## src/core/cbs_defines.svh

```systemverilog
// constants for the bank-switch and trap hazard unit
// assumes a 26-bit address core with pc and status flags in one word
`ifndef CBS_DEFINES_SVH
`define CBS_DEFINES_SVH

// ****************************************
// instruction fields
// ****************************************
`define CBS_COND_NEVER 4'hF
`define CBS_REG_PC 4'hF
`define CBS_PSR_MASK 32'hFC000003
`define CBS_PC_MASK 32'h03FFFFFC

// ****************************************
// exception vectors
// ****************************************
`define CBS_VEC_UNDEF 32'h00000004
`define CBS_VEC_SWTRAP 32'h00000008
`define CBS_VEC_PREFETCH 32'h0000000C
`define CBS_VEC_DATA 32'h00000010

// ****************************************
// modes and banks
// ****************************************
`define CBS_MODE_USER 2'h0
`define CBS_MODE_RESET 2'h3

`endif

```

## src/core/cbs_pkg.sv

```systemverilog
// types for the bank-switch and trap hazard unit
// assumes cbs_defines.svh is on the include path
package cbs_pkg;

	typedef enum logic [2:0] {
		cbs_trap_none_t_v = 3'h0,
		cbs_trap_swi = 3'h1,
		cbs_trap_undef = 3'h3,
		cbs_trap_prefetch = 3'h2,
		cbs_trap_data = 3'h6
	} cbs_trap_t;

	typedef logic [1:0] cbs_mode_t;

endpackage

```

## src/core/cbs_trap_if.sv

```systemverilog
// carrier between the hazard unit and its trap arbiter
// assumes one clock shared by both ends
`timescale 1ns/1ps

interface cbs_trap_if;
	logic pend_prefetch;
	logic pend_undef;
	logic pend_swi;
	logic pend_data;
	logic take;
	cbs_pkg::cbs_trap_t kind;
	logic [31:0] vector;

	modport src (
		output pend_prefetch,
		output pend_undef,
		output pend_swi,
		output pend_data,
		input take,
		input kind,
		input vector
	);

	modport arb (
		input pend_prefetch,
		input pend_undef,
		input pend_swi,
		input pend_data,
		output take,
		output kind,
		output vector
	);
endinterface
```

## src/core/cbs_core.sv

```systemverilog
// bank-switch, trap and pc-operand hazard unit of a 26-bit core
// assumes one instruction presented per cycle with its operands read
//
// Functional notes
// RULE1 - bank returns from user one cycle late
// RULE2 - unbanked registers and pc always correct
// RULE3 - pc in list cancels user-bank forcing (code cancels it for loads only; stores with pc in list stay forced)
// RULE4 - first variant: trap after coprocessor op may misroute
// RULE5 - software trap vectors to address eight
// RULE6 - prefetch abort beats undefined instruction
// RULE7 - prefetch abort reports undefined instruction address
// RULE8 - software avoids never condition encoding
// RULE9 - multiply into pc changes only flags
// RULE10 - multiply with rd equal rm corrupts result
// RULE11 - pc as register offset gives pc plus status
// RULE12 - late aborts keep single transfer base write-back
// RULE13 - coprocessor transfer never writes pc base
// RULE14 - first variant two undefined, second one
// RULE15 - block transfer pc base uses pc plus status
// RULE16 - in-line mode change lags bank one cycle
// RULE17 - software never byte-transfers the pc
// RULE18 - pc as second operand carries flags, others zero
// RULE19 - forced user block write-back lands in user bank
`timescale 1ns/1ps
`include "cbs_defines.svh"

module cbs_core (
	input wire logic i_mclk,
	input wire logic i_rst,
	input wire logic i_valid,
	input wire logic [31:0] i_instr,
	input wire logic [31:0] i_instr_addr,
	input wire logic [1:0] i_mode,
	input wire logic [31:0] i_pc_psr,
	input wire logic i_variant_two,
	input wire logic i_late_abort,
	input wire logic i_data_abort,
	input wire logic i_prefetch_abort,
	input wire logic i_cop_swi_glitch,
	input wire logic [31:0] i_reg_first,
	input wire logic [31:0] i_reg_second,
	input wire logic [31:0] i_reg_shift,
	output logic [1:0] o_rf_bank,
	output logic [1:0] o_xfer_bank,
	output logic o_bank_hazard,
	output logic [31:0] o_op_first,
	output logic [31:0] o_op_second,
	output logic [31:0] o_op_shift,
	output logic [31:0] o_base_value,
	output logic o_base_wb_en,
	output logic [1:0] o_base_wb_bank,
	output logic o_pc_write_en,
	output logic o_flags_write,
	output logic o_mul_corrupt,
	output logic o_swap_op,
	output logic o_trap_take,
	output logic [31:0] o_trap_vector,
	output logic [31:0] o_fault_addr
);

	// ****************************************
	// instruction decode
	// ****************************************
	logic [3:0] cond;
	logic [3:0] rn;
	logic [3:0] rd;
	logic [3:0] rm;
	logic [3:0] rs;
	logic exec;
	logic priv;
	logic is_mul;
	logic is_swap_pat;
	logic is_dp;
	logic is_mode_chg;
	logic is_single;
	logic is_single_undef;
	logic is_block;
	logic is_cop_xfer;
	logic is_cop_data;
	logic is_swtrap;
	logic force_user;
	logic is_undef;
	logic bank_lag;
	logic [1:0] lag_bank;
	logic prev_cop_data;
	logic [31:0] pc_bare;
	logic [31:0] next_base_value;

	assign cond = i_instr[31:28];
	assign rn = i_instr[19:16];
	assign rd = i_instr[15:12];
	assign rm = i_instr[3:0];
	assign rs = i_instr[11:8];
	assign exec = i_valid && (cond != `CBS_COND_NEVER); // RULE8
	assign priv = (i_mode != `CBS_MODE_USER);
	assign pc_bare = i_pc_psr & `CBS_PC_MASK;

	assign is_mul = (i_instr[27:22] == 6'h00) && (i_instr[7:4] == 4'h9);
	assign is_swap_pat = (i_instr[27:23] == 5'h02) && (i_instr[21:20] == 2'h0)
		&& (i_instr[11:4] == 8'h09);
	assign is_dp = (i_instr[27:26] == 2'h0) && !is_mul && !is_swap_pat;
	assign is_mode_chg = is_dp && (i_instr[24:23] == 2'h2) && i_instr[20]
		&& (rd == `CBS_REG_PC) && priv;
	assign is_single = (i_instr[27:26] == 2'h1);
	assign is_single_undef = is_single && i_instr[25] && i_instr[4];
	assign is_block = (i_instr[27:25] == 3'h4);
	assign is_cop_xfer = (i_instr[27:25] == 3'h6);
	assign is_cop_data = (i_instr[27:24] == 4'hE) && !i_instr[4];
	assign is_swtrap = (i_instr[27:24] == 4'hF);
	// pc in the list cancels user-bank forcing for loads
	assign force_user = is_block && i_instr[22] && priv
		&& !(i_instr[20] && i_instr[15]); // RULE3
	// second variant turns the swap pattern into a real operation
	assign is_undef = is_single_undef || (is_swap_pat && !i_variant_two); // RULE14

	// ****************************************
	// register bank select
	// ****************************************
	// one cycle of stale bank after forced load or in-line mode change
	always_ff @(posedge i_mclk) begin
		if (i_rst) begin
			bank_lag <= 1'b0;
			lag_bank <= `CBS_MODE_USER;
		end else if (exec && force_user && i_instr[20]) begin
			bank_lag <= 1'b1; // RULE1
			lag_bank <= `CBS_MODE_USER;
		end else if (exec && is_mode_chg) begin
			bank_lag <= 1'b1; // RULE16
			lag_bank <= i_mode;
		end else begin
			bank_lag <= 1'b0;
			lag_bank <= `CBS_MODE_USER;
		end
	end

	// the lag only steers banked registers; r0-r7 and pc are unbanked
	assign o_rf_bank = bank_lag ? lag_bank : i_mode; // RULE1 RULE16
	assign o_bank_hazard = bank_lag; // RULE2
	assign o_xfer_bank = (exec && force_user) ? `CBS_MODE_USER : i_mode;

	// ****************************************
	// pc as operand or base
	// ****************************************
	always_comb begin
		next_base_value = i_reg_first;
		if ((is_block || is_single) && rn == `CBS_REG_PC) begin
			next_base_value = is_block ? i_pc_psr : pc_bare; // RULE15
		end
	end

	always_ff @(posedge i_mclk) begin
		if (i_rst) begin
			o_op_first <= 32'h00000000;
			o_op_second <= 32'h00000000;
			o_op_shift <= 32'h00000000;
			o_base_value <= 32'h00000000;
		end else begin
			o_op_first <= (rn == `CBS_REG_PC) ? pc_bare : i_reg_first; // RULE18
			o_op_second <= (rm == `CBS_REG_PC) ? i_pc_psr : i_reg_second; // RULE18 RULE11
			o_op_shift <= (rs == `CBS_REG_PC) ? pc_bare : i_reg_shift; // RULE18
			o_base_value <= next_base_value;
		end
	end

	// ****************************************
	// write-back control
	// ****************************************
	always_ff @(posedge i_mclk) begin
		if (i_rst) begin
			o_base_wb_en <= 1'b0;
			o_base_wb_bank <= `CBS_MODE_USER;
		end else begin
			o_base_wb_bank <= (exec && force_user) ? `CBS_MODE_USER : i_mode; // RULE19
			if (!exec) begin
				o_base_wb_en <= 1'b0;
			end else if (is_single) begin
				o_base_wb_en <= (!i_instr[24] || i_instr[21])
					&& (!i_data_abort || i_late_abort); // RULE12
			end else if (is_block) begin
				o_base_wb_en <= i_instr[21];
			end else if (is_cop_xfer) begin
				o_base_wb_en <= i_instr[21] && (rn != `CBS_REG_PC); // RULE13
			end else begin
				o_base_wb_en <= 1'b0;
			end
		end
	end

	always_ff @(posedge i_mclk) begin
		if (i_rst) begin
			o_pc_write_en <= 1'b0;
			o_flags_write <= 1'b0;
			o_mul_corrupt <= 1'b0;
			o_swap_op <= 1'b0;
		end else begin
			// multiply protects the pc, leaving only flag updates
			o_pc_write_en <= exec && is_dp && !is_mode_chg && (rd == `CBS_REG_PC);
			o_flags_write <= exec && (is_dp || is_mul) && i_instr[20]; // RULE9
			o_mul_corrupt <= exec && is_mul && (rn == rm); // RULE10
			o_swap_op <= exec && is_swap_pat && i_variant_two; // RULE14
		end
	end

	// ****************************************
	// trap requests
	// ****************************************
	cbs_trap_if trap ();

	always_ff @(posedge i_mclk) begin
		if (i_rst) begin
			prev_cop_data <= 1'b0;
		end else if (i_valid) begin
			prev_cop_data <= exec && is_cop_data;
		end
	end

	assign trap.pend_prefetch = i_valid && i_prefetch_abort; // RULE6
	assign trap.pend_data = exec && i_data_abort && (is_single || is_block || is_cop_xfer);
	assign trap.pend_undef = exec && (is_undef
		|| (is_swtrap && prev_cop_data && !i_variant_two && i_cop_swi_glitch)); // RULE4
	assign trap.pend_swi = exec && is_swtrap;

	cbs_trap_arb u_arb (
		.i_mclk(i_mclk),
		.i_rst(i_rst),
		.trap(trap)
	);

	// fault address is the instruction's own, even when the next page is absent
	always_ff @(posedge i_mclk) begin
		if (i_rst) begin
			o_fault_addr <= 32'h00000000;
		end else if (trap.pend_prefetch) begin
			o_fault_addr <= i_instr_addr; // RULE7
		end
	end

	assign o_trap_take = trap.take;
	assign o_trap_vector = trap.vector;

endmodule

```

## src/core/cbs_trap_arb.sv

```systemverilog
// trap arbiter: picks the highest priority pending trap
// assumes pending flags are valid for one cycle each
`timescale 1ns/1ps
`include "cbs_defines.svh"

module cbs_trap_arb (
	input wire logic i_mclk,
	input wire logic i_rst,
	cbs_trap_if.arb trap
);

	// ****************************************
	// registered priority pick
	// ****************************************
	always_ff @(posedge i_mclk) begin
		if (i_rst) begin
			trap.take <= 1'b0;
			trap.kind <= cbs_pkg::cbs_trap_none_t_v;
			trap.vector <= 32'h00000000;
		end else begin
			trap.take <= trap.pend_data | trap.pend_prefetch | trap.pend_undef | trap.pend_swi;
			if (trap.pend_data) begin
				trap.kind <= cbs_pkg::cbs_trap_data;
				trap.vector <= `CBS_VEC_DATA;
			end else if (trap.pend_prefetch) begin
				trap.kind <= cbs_pkg::cbs_trap_prefetch; // RULE6
				trap.vector <= `CBS_VEC_PREFETCH;
			end else if (trap.pend_undef) begin
				trap.kind <= cbs_pkg::cbs_trap_undef;
				trap.vector <= `CBS_VEC_UNDEF;
			end else if (trap.pend_swi) begin
				trap.kind <= cbs_pkg::cbs_trap_swi;
				trap.vector <= `CBS_VEC_SWTRAP; // RULE5
			end else begin
				trap.kind <= cbs_pkg::cbs_trap_none_t_v;
				trap.vector <= 32'h00000000;
			end
		end
	end

endmodule

```

## config.mk

```make
export PLATFORM = sky130hd
export DESIGN_NAME = cbs_core
export DESIGN_NICKNAME = d
export VERILOG_FILES = /design/src/core/cbs_pkg.sv /design/src/core/cbs_trap_if.sv /design/src/core/cbs_core.sv /design/src/core/cbs_trap_arb.sv
export VERILOG_INCLUDE_DIRS = /design/src /design/src/core
export SDC_FILE = /design/constraint.sdc
export NUM_CORES = 1
export LEC_CHECK = 0
export BUFFER_PORTS_ARGS = -buffer_cell sky130_fd_sc_hd__buf_4
export CORE_AREA = 2 2 158 160
export DETAILED_ROUTE_END_ITERATION = 16
export DIE_AREA = 0 0 160 162
export PLACE_DENSITY_LB_ADDON = 0.25
export SYNTH_ARGS = -nofsm -noshare
export SYNTH_HDL_FRONTEND = slang
export SYNTH_SLANG_ARGS = --single-unit
```

## constraint.sdc

```tcl
create_clock -name i_mclk -period 1.78 [get_ports i_mclk]
set_clock_uncertainty 0.15 [all_clocks]
set_input_delay 0.089 -clock i_mclk [delete_from_list [all_inputs] [get_ports i_mclk]]
set_output_delay 0.089 -clock i_mclk [all_outputs]
set_load 0.005 [all_outputs]
```

==> results of run 1 <==
what timing repair did:
| item | 4_1_cts | 5_1_grt |
|---|---|---|
| gates resized for setup | 1 | 9 |
| hold endpoints to repair | 174 | 1 |
| pin swaps | 3 | 2 |
| endpoints found under the setup margin | 2 | 5 |
| setup buffers | 1 | 0 |
| cloned | 0 | 0 |
| hold buffers | 258 | 1 |
synth_stat cells (all sizes together):
cell type / number
nand2: 278
dfxtp: 175
a21oi: 139
clkbuf: 43
buf: 34
and2: 22
nor2: 16
a22oi: 8
nand4: 7
and4: 6
nand2b: 5
o21ai: 5
xnor2: 4
a211oi: 3
a21o: 3
inv: 3
nor3: 3
nor3b: 3
nor4b: 3
a21boi: 2
a31oi: 2
nand3: 2
nor4: 2
a2111o: 1
and3: 1
conb: 1
nand4b: 1
nor2b: 1
o2111ai: 1
o211ai: 1
o21a: 1
o22ai: 1
or3b: 1
or4: 1
or4b: 1
stage by stage:
stage | utilization | power, mW | cell area [um2]
2_1_floorplan | - | 4.71 | 6470
3_3_place_gp | 0.397 | 5.55 | 9560
3_5_place_dp | 0.397 | 5.56 | 9560
4_1_cts | 0.528 | 9.73 | 12700
5_1_grt | 0.529 | 10.1 | 12800
6_report | 0.529 | 9.66 | 12800
cell type report:
class,instances,area (um2)
multi-input combinational,553,2580
fill,2191,11300
timing repair buffer,658,5680
clock inverter,14,149
clock buffer,17,425
inverter,3,11.3
tap,324,405
sequential,175,3500
layout by cell type (no fill, tap or decap), drive strengths merged, types with 2 or more instances in the layout:
| master | netlist | final |
|---|---|---|
| a211oi | 3 | 3 |
| a21boi | 2 | 2 |
| a21o | 3 | 3 |
| a21oi | 139 | 139 |
| a22oi | 8 | 8 |
| a31oi | 2 | 2 |
| and2 | 22 | 22 |
| and4 | 6 | 6 |
| buf | 34 | 400 |
| clkbuf | 43 | 17 |
| clkinv | 0 | 8 |
| conb | 1 | 29 |
| dfxtp | 175 | 175 |
| dlygate4sd3 | 0 | 258 |
| inv | 3 | 9 |
| nand2 | 278 | 278 |
| nand2b | 5 | 5 |
| nand3 | 2 | 2 |
| nand4 | 7 | 7 |
| nor2 | 16 | 16 |
| nor3 | 3 | 3 |
| nor3b | 3 | 3 |
| nor4 | 2 | 2 |
| nor4b | 3 | 3 |
| o21ai | 5 | 5 |
| xnor2 | 4 | 4 |
cell families (layout without fill, tap and decap cells):
group	after synthesis	after routing
flip-flops	175	175
AND/OR/NAND/NOR	353	353
other	1	29
buffers and inverters	80	692
AO/OA/AOI/OAI	167	167
XOR/XNOR	4	4
registers in the layout, summed over array words and instances (netlist names), 2 cells and up:
signal             cells
lag_bank               2
o_base_value          32
o_base_wb_bank         2
o_fault_addr          32
o_op_first            32
o_op_second           32
o_op_shift            32
u_arb.trap.vector      3
power groups by stage:
stage | logic (mW) | registers [mW] | clock network [mW]
floorplan | 0.400 | 4.31 | 0
global placement | 1.26 | 4.28 | 0
detailed placement | 1.27 | 4.29 | 0
CTS | 1.74 | 4.20 | 3.79
global route | 1.91 | 4.22 | 3.95
finish | 1.77 | 4.20 | 3.69
worst register-to-register path, delay by kind of cell, from the launching register on:
family | cells | cell delay (ns)
buffers and inverters | 1 | 0.56
DFF | 1 | 0.36
AOI/OAI and AO/OA | 1 | 0.14
and+or+nand+nor | 1 | 0.06
layer usage:
layer | vias to the layer above | track usage | part of all wire
met1 | 3623 | 0.238 | 0.39
li1 | 3753 | - | -
met5 | - | 0 | 0
met2 | 337 | 0.391 | 0.51
met4 | 0 | 0.0725 | 0.025
met3 | 45 | 0.0592 | 0.075
final timing paths:
kind	startpoint	slack (ns)	end
setup / recovery	i_instr[25]	0.005	o_xfer_bank[1]
hold reg to reg	o_fault_addr[8]$_SDFFE_PP0P_	0.31	o_fault_addr[8]$_SDFFE_PP0P_
setup reg to reg	o_fault_addr[23]$_SDFFE_PP0P_	0.45	o_fault_addr[23]$_SDFFE_PP0P_
hold / removal	i_instr[5]	0.03	u_arb.trap.take$_SDFF_PP0_
==> run summary, run 1 <==
total number of H-tree levels = 4
post-synthesis mux area share = 0
XOR/XNOR Fraction of Synth Area = 0.00551
die height = 162 um
VDD IR max = 0.562 mV
die area = 25900 um2
startpoint types = primary input
post-DR wirelength/cell = 16.2 um
Horiz. Die Dim = 160 um
post-DP HPWL = 18.5 mm
Initial Utilization = 0.264
Sw Ratio = 0.266
sequential power share = 0.435
IO buf count = 377
main combinational cell family by area after synthesis = simple AND/OR/NAND/NOR gates
fin cells = 1744
num ports = 407
first-pass GRT wire length = 43.6 mm
Max FO, Critical Path = 3
Yosys cell types = 38
Clock Pin Slew Worst Setup and Hold Paths = 0.07 ns
fin crit period = 1.78 ns
Worst Hold Class = in -> reg
crit path buf inv count = 2
LEAKAGE = 5.98 nW
Hold Crit Depth = 5
Stages on worst setup path = 6
Max stage delay on crit path = 0.49 ns
core area = 24100 um2
Sum Neg Setup Slack = 0 ns
# Max-Cap Violations = 0
antenna violations before repair = 0
hold slack = 0.0255 ns
P per Cell Area = 757 nW/um2
Critical Path RT = 1.54 ns
CTS tree = yes
top-area cell type share of the netlist area = 0.551
Synth Register Bits = 175
final WL = 28.3 mm
largest net degree at the start of global routing = 92
grt ovf = 0
Worst slew margin = 0.652
adder-cell share of the synthesized area = 0
Final Hold Vio Count = 0
final max-slew violation count = 0
GR Util All Layers = 0.213
slowest CP cell = or4b_4
fin nets = 1610
routability congestion estimate = 0.821
clock power share = 0.382
Max Freq = 563 MHz
ANT nets after route = 0
Worst Tran Pin Value = 0.520 ns
Pre-antenna DRT Iters = 4
Mapped Area = 6360 um2
outcome = finished, final reports clean
CP Class = in -> out
CTS Buf Count = 17
worst slack, placed = -0.0688 ns
dominant cell type by area after synthesis = dfxtp_1
Layout Area Growth over Synthesis = 101%
sequential share of the synthesized area = 0.551
Post-Syn Instances = 780
crit-path most repeated cell = buf_6
post-synthesis compound-gate area fraction = 0.141
post-DR vias/cell = 4.45
DRT iter0 DRCs = 434
final setup fails = 0
worst reg-to-reg path cell count = 3
share of layout cells above drive strength 1 = 0.308
Tcrit/Tclk final = 0.997
synthesized-area fraction occupied by and/or/nand/nor cells = 0.237
root buffer cell = clkbuf_16
RSZ-0062 raised after global routing = yes
dpl cells = 1454
Max Buffers Root-to-Sink = 2
Synth warnings = 0
Avg Inst Size Synth = 8.16 um2
Clock Latency Late Sink = 0.42 ns
clock sinks = 175
cell family with most CP delay = simple AND/OR/NAND/NOR gates
CP endpoint kind = output port
vias in the first global route = 8097
Synth area leaders = dfxtp_1 55%, nand2_1 16%, a21oi_1 11%
# DRC = 0
crit-path cells = buf_6, or3b_4, or4b_4, a21o_1, and2_4, buf_6
Pint = 7.08 mW
via count = 7758
Antenna Cells = 0
PnR worst setup slack = 0.00481 ns
part of the power in combinational logic = 0.183
Critical Path AT = 1.54 ns
row count = 57
Switch Pwr = 2.57 mW
Note: power is estimated with default switching activity, not from simulation.
==> run 2, diff against run 1 <==
Settings changed: RECOVER_POWER set to 100.
==> run summary, run 2 (synthesis results as in run 1) <==
outcome = finished, final reports clean
flip-flop and latch area = 3500 um2
routing usage on met2 = 0.391
total number of H-tree levels = 4
CP endpoint kind = output port
Max FO, Critical Path = 3
crit path buf inv count = 2
crit-path most repeated cell = buf_6
grt met3 use = 0.0592
Horiz. Die Dim = 160 um
share of layout cells above drive strength 1 = 0.282
final max-slew violation count = 0
CTS tree = yes
DRT iter0 DRCs = 493
final WL = 28.3 mm
Max stage delay on crit path = 0.49 ns
Max Freq = 564 MHz
Critical Path AT = 1.54 ns
Sum Neg Setup Slack = 0 ns
area occupied by multi-input gates = 2580 um2
LEAKAGE = 5.81 nW
GR peak layer = met2
grt ovf = 0
Antenna Cells = 0
antenna violations before repair = 0
post-DP HPWL = 18.5 mm
GR Util All Layers = 0.213
final total power = 9.61 mW
CTS Buf Count = 17
Final Cell Area = 12600 um2
IO buf count = 377
Pre-antenna DRT Iters = 5
most common cell after layout, fill and taps aside = buf_4
post-DR wirelength/cell = 16.2 um
first-pass GRT wire length = 43.6 mm
Critical Path RT = 1.54 ns
vias in the first global route = 8097
post-DR vias/cell = 4.45
Clock Pin Slew Worst Setup and Hold Paths = 0.07 ns
r2r startpoint = o_fault_addr[23]$_SDFFE_PP0P_
CP Class = in -> out
VDD IR max = 0.559 mV
final setup fails = 0
Layout Area Growth over Synthesis = 98.4%
root buffer cell = clkbuf_16
P per Cell Area = 761 nW/um2
min-delay src = i_instr[5]
R2R Setup Slk = 0.45 ns
Worst Tran Pin Value = 0.540 ns
slowest CP cell = or4b_4
Tcrit/Tclk final = 0.997
num ports = 407
fin nets = 1610
Worst Setup SP = i_instr[25]
Worst slew margin = 0.639
startpoint types = primary input
die area = 25900 um2
row count = 57
ANT nets after route = 0
crit-path cells = buf_6, or3b_4, or4b_4, a21o_1, and2_4, buf_6
via count = 7756
cell family with most CP delay = simple AND/OR/NAND/NOR gates
largest net degree at the start of global routing = 92
most frequent cells in the layout = 306 x buf_4, 278 x nand2_1, 258 x dlygate4sd3_1, 175 x dfxtp_1, 138 x a21oi_1
Clock Latency Late Sink = 0.42 ns
# DRC = 0
die height = 162 um
Initial Utilization = 0.264
RSZ-0062 raised after global routing = yes
routability congestion estimate = 0.821
hold slack = 0.0247 ns
placed cell area = 9560 um2
met1 Track Usage GR = 0.238
Worst Hold Class = in -> reg
Max Buffers Root-to-Sink = 2
# Max-Cap Violations = 0
fin crit period = 1.77 ns
core area = 24100 um2
Final Hold Vio Count = 0
Fill cells = 2233
clock sinks = 175
==> run 2: cell types whose count changed in the layout (fill, tap and decap cells not counted) <==
cell	delta
buf_4	-84
clkbuf_1	+37
and2_0	+8
clkbuf_4	+47
and2_1	-8
==> run 2: metrics by stage <==
step | cells | util | setup slack [ns]
3_3_place_gp | 1454 | 0.397 | -0.0669
5_1_grt | 1744 | 0.524 | -0.0229
2_1_floorplan | 808 | - | 0.100
3_5_place_dp | 1454 | 0.397 | -0.0688
4_1_cts | 1744 | 0.528 | 0.00778
6_report | 1744 | 0.524 | 0.00540
==> run 2: layout make-up <==
class,count,area share
repair buffers,658,0.439
clock buffers,17,0.0337
well taps,324,0.0321
flip-flops and latches,175,0.278
clock inverters,14,0.0118
inverters,3,0.000892
multi-input cells,553,0.205
==> run 2: tightest hold or removal path, stage by stage <==
cell and delay (ns):
buf_4 0.08, nor4b_2 0.05, nand4_1 0.09, a2111o_1 0.14, o211ai_1 0.08
==> run 2: path summary, 6_finish.rpt <==
| kind | to | depth (start not counted) |
|---|---|---|
| min | u_arb.trap.take$_SDFF_PP0_ | 5 |
| min reg2reg | o_fault_addr[8]$_SDFFE_PP0P_ | 2 |
| max | o_xfer_bank[1] | 6 |
| max reg2reg | o_fault_addr[23]$_SDFFE_PP0P_ | 3 |
==> run 2: timing repair <==
action,4_1_cts,5_1_grt
hold buffers,258,1
hold endpoints to repair,174,1
pin swaps,3,2
gates resized for setup,1,9
setup endpoints to repair,2,5
buffers inserted,1,0
==> run 2: routing by layer <==
layer / vias up / wire length (um)
met2: 337 / 14500
met1: 3620 / 10800
li1: 3754 / -
met3: 45 / 2190
met4: 0 / 715
met5: - / 0
==> run 2: report_power, final <==
group	switching (mW)	total (mW)	internal [mW]
clock network	1.82	3.69	1.87
registers	0.0695	4.20	4.13
logic	0.679	1.73	1.05
==> run 3, diff against run 2 <==
Settings changed: CORE_AREA 2 2 158 160 to 5 5 156 158, DIE_AREA 0 0 160 162 to 0 0 161 163.
==> run summary, run 3 (synthesis results as in run 1) <==
outcome = finished, final reports clean
share of layout cells above drive strength 1 = 0.244
final setup fails = 0
CP Class = in -> out
Sum Neg Setup Slack = 0 ns
most common cell after layout, fill and taps aside = nand2_1
cell family with most CP delay = simple AND/OR/NAND/NOR gates
CP endpoint kind = output port
RSZ-0062 raised after global routing = yes
die height = 163 um
root buffer cell = clkbuf_16
final max-slew violation count = 0
fin crit period = 1.77 ns
core area = 23000 um2
Worst Hold Class = in -> reg
crit-path most repeated cell = buf_6
Max Freq = 564 MHz
Final Hold Vio Count = 0
final total power = 9.60 mW
Pre-antenna DRT Iters = 5
Worst Tran Pin Value = 0.527 ns
Fill cells = 2134
row count = 56
LEAKAGE = 5.58 nW
# DRC = 0
DRT iter0 DRCs = 397
ANT nets after route = 0
Initial Utilization = 0.277
routability congestion estimate = 0.824
IO buf count = 377
Horiz. Die Dim = 161 um
post-DR wirelength/cell = 17.1 um
startpoint types = primary input
slowest CP cell = or4b_4
antenna violations before repair = 0
CTS tree = yes
num ports = 407
fin nets = 1613
Critical Path AT = 1.53 ns
first-pass GRT wire length = 44.5 mm
PnR worst setup slack = 0.00810 ns
GR Util All Layers = 0.215
post-layout util = 0.538
grt ovf = 0
flip-flop and latch area = 3500 um2
Max stage delay on crit path = 0.49 ns
total number of H-tree levels = 4
largest net degree at the start of global routing = 92
die area = 26200 um2
Clock Latency Late Sink = 0.41 ns
# Max-Cap Violations = 0
Layout Area Growth over Synthesis = 94.2%
Clock Pin Slew Worst Setup and Hold Paths = 0.08 ns
clock sinks = 175
Max FO, Critical Path = 3
hold slack = 0.0380 ns
P per Cell Area = 777 nW/um2
CTS Buf Count = 17
via count = 7794
post-DR vias/cell = 4.55
crit-path cells = buf_6, or3b_4, or4b_4, a21o_1, and2_4, buf_6
Worst slew margin = 0.648
final WL = 29.4 mm
crit path buf inv count = 2
Antenna Cells = 0
Max Buffers Root-to-Sink = 2
vias in the first global route = 8137
area occupied by multi-input gates = 2560 um2
Critical Path RT = 1.54 ns
worst slack, placed = -0.0701 ns
Tcrit/Tclk final = 0.995
post-DP HPWL = 19.8 mm
most frequent cells in the layout = 278 x nand2_1, 259 x dlygate4sd3_1, 206 x buf_4, 175 x dfxtp_1, 138 x a21oi_1
VDD IR max = 0.570 mV
[run 3: path summary, 6_finish.rpt]
kind	start	endpoint	slack, ns	cells after the start
min	i_instr[21]	u_arb.trap.take$_SDFF_PP0_	0.04	5
min reg2reg	o_fault_addr[19]$_SDFFE_PP0P_	o_fault_addr[19]$_SDFFE_PP0P_	0.30	2
max reg2reg	prev_cop_data$_SDFFE_PP0P_	u_arb.trap.take$_SDFF_PP0_	0.39	4
max	i_instr[25]	o_xfer_bank[0]	0.008	6
[run 3: final cells by class]
type                       instances  area share
clock buffer                      18      0.0355
clock inverter                    14      0.0116
inverter                           3    0.000911
multi-input combinational        553       0.208
sequential                       175       0.284
tap                              290      0.0294
timing repair buffer             661       0.431
[run 3: power breakdown]
part	leakage (nW)	switching, mW	internal [mW]
clock	0.283	1.82	1.91
sequential	1.45	0.0656	4.13
combinational	3.84	0.691	0.989
total	5.58	2.58	7.02
[run 3: worst min-delay path: stages]
cell and delay, ns:
buf_4 0.09, nor4b_1 0.04, nand4_1 0.12, a2111o_1 0.14, o211ai_1 0.08
[run 3: through the flow]
stage                     cells  instance area (um2)
after global routing       1714                12400
final                      1714                12400
after floorplan             808                 6470
after CTS                  1714                12700
after detailed placement   1421                 9490
after global placement     1421                 9490
[run 3: timing repair]
item	4_1_cts	5_1_grt
hold buffers	260	0
gates resized for setup	2	7
setup endpoints to repair	2	4
buffers inserted	1	1
pin swaps	1	0
hold endpoints to repair	175	0
[run 3: metal layers]
metal	part of all wire	vias to the layer above	wire [um]	GRT usage
met3	0.082	57	2410	0.0706
met4	0.032	0	945	0.0713
met2	0.50	357	14700	0.387
met5	0	-	0	0
met1	0.39	3613	11300	0.241
li1	-	3767	-	-
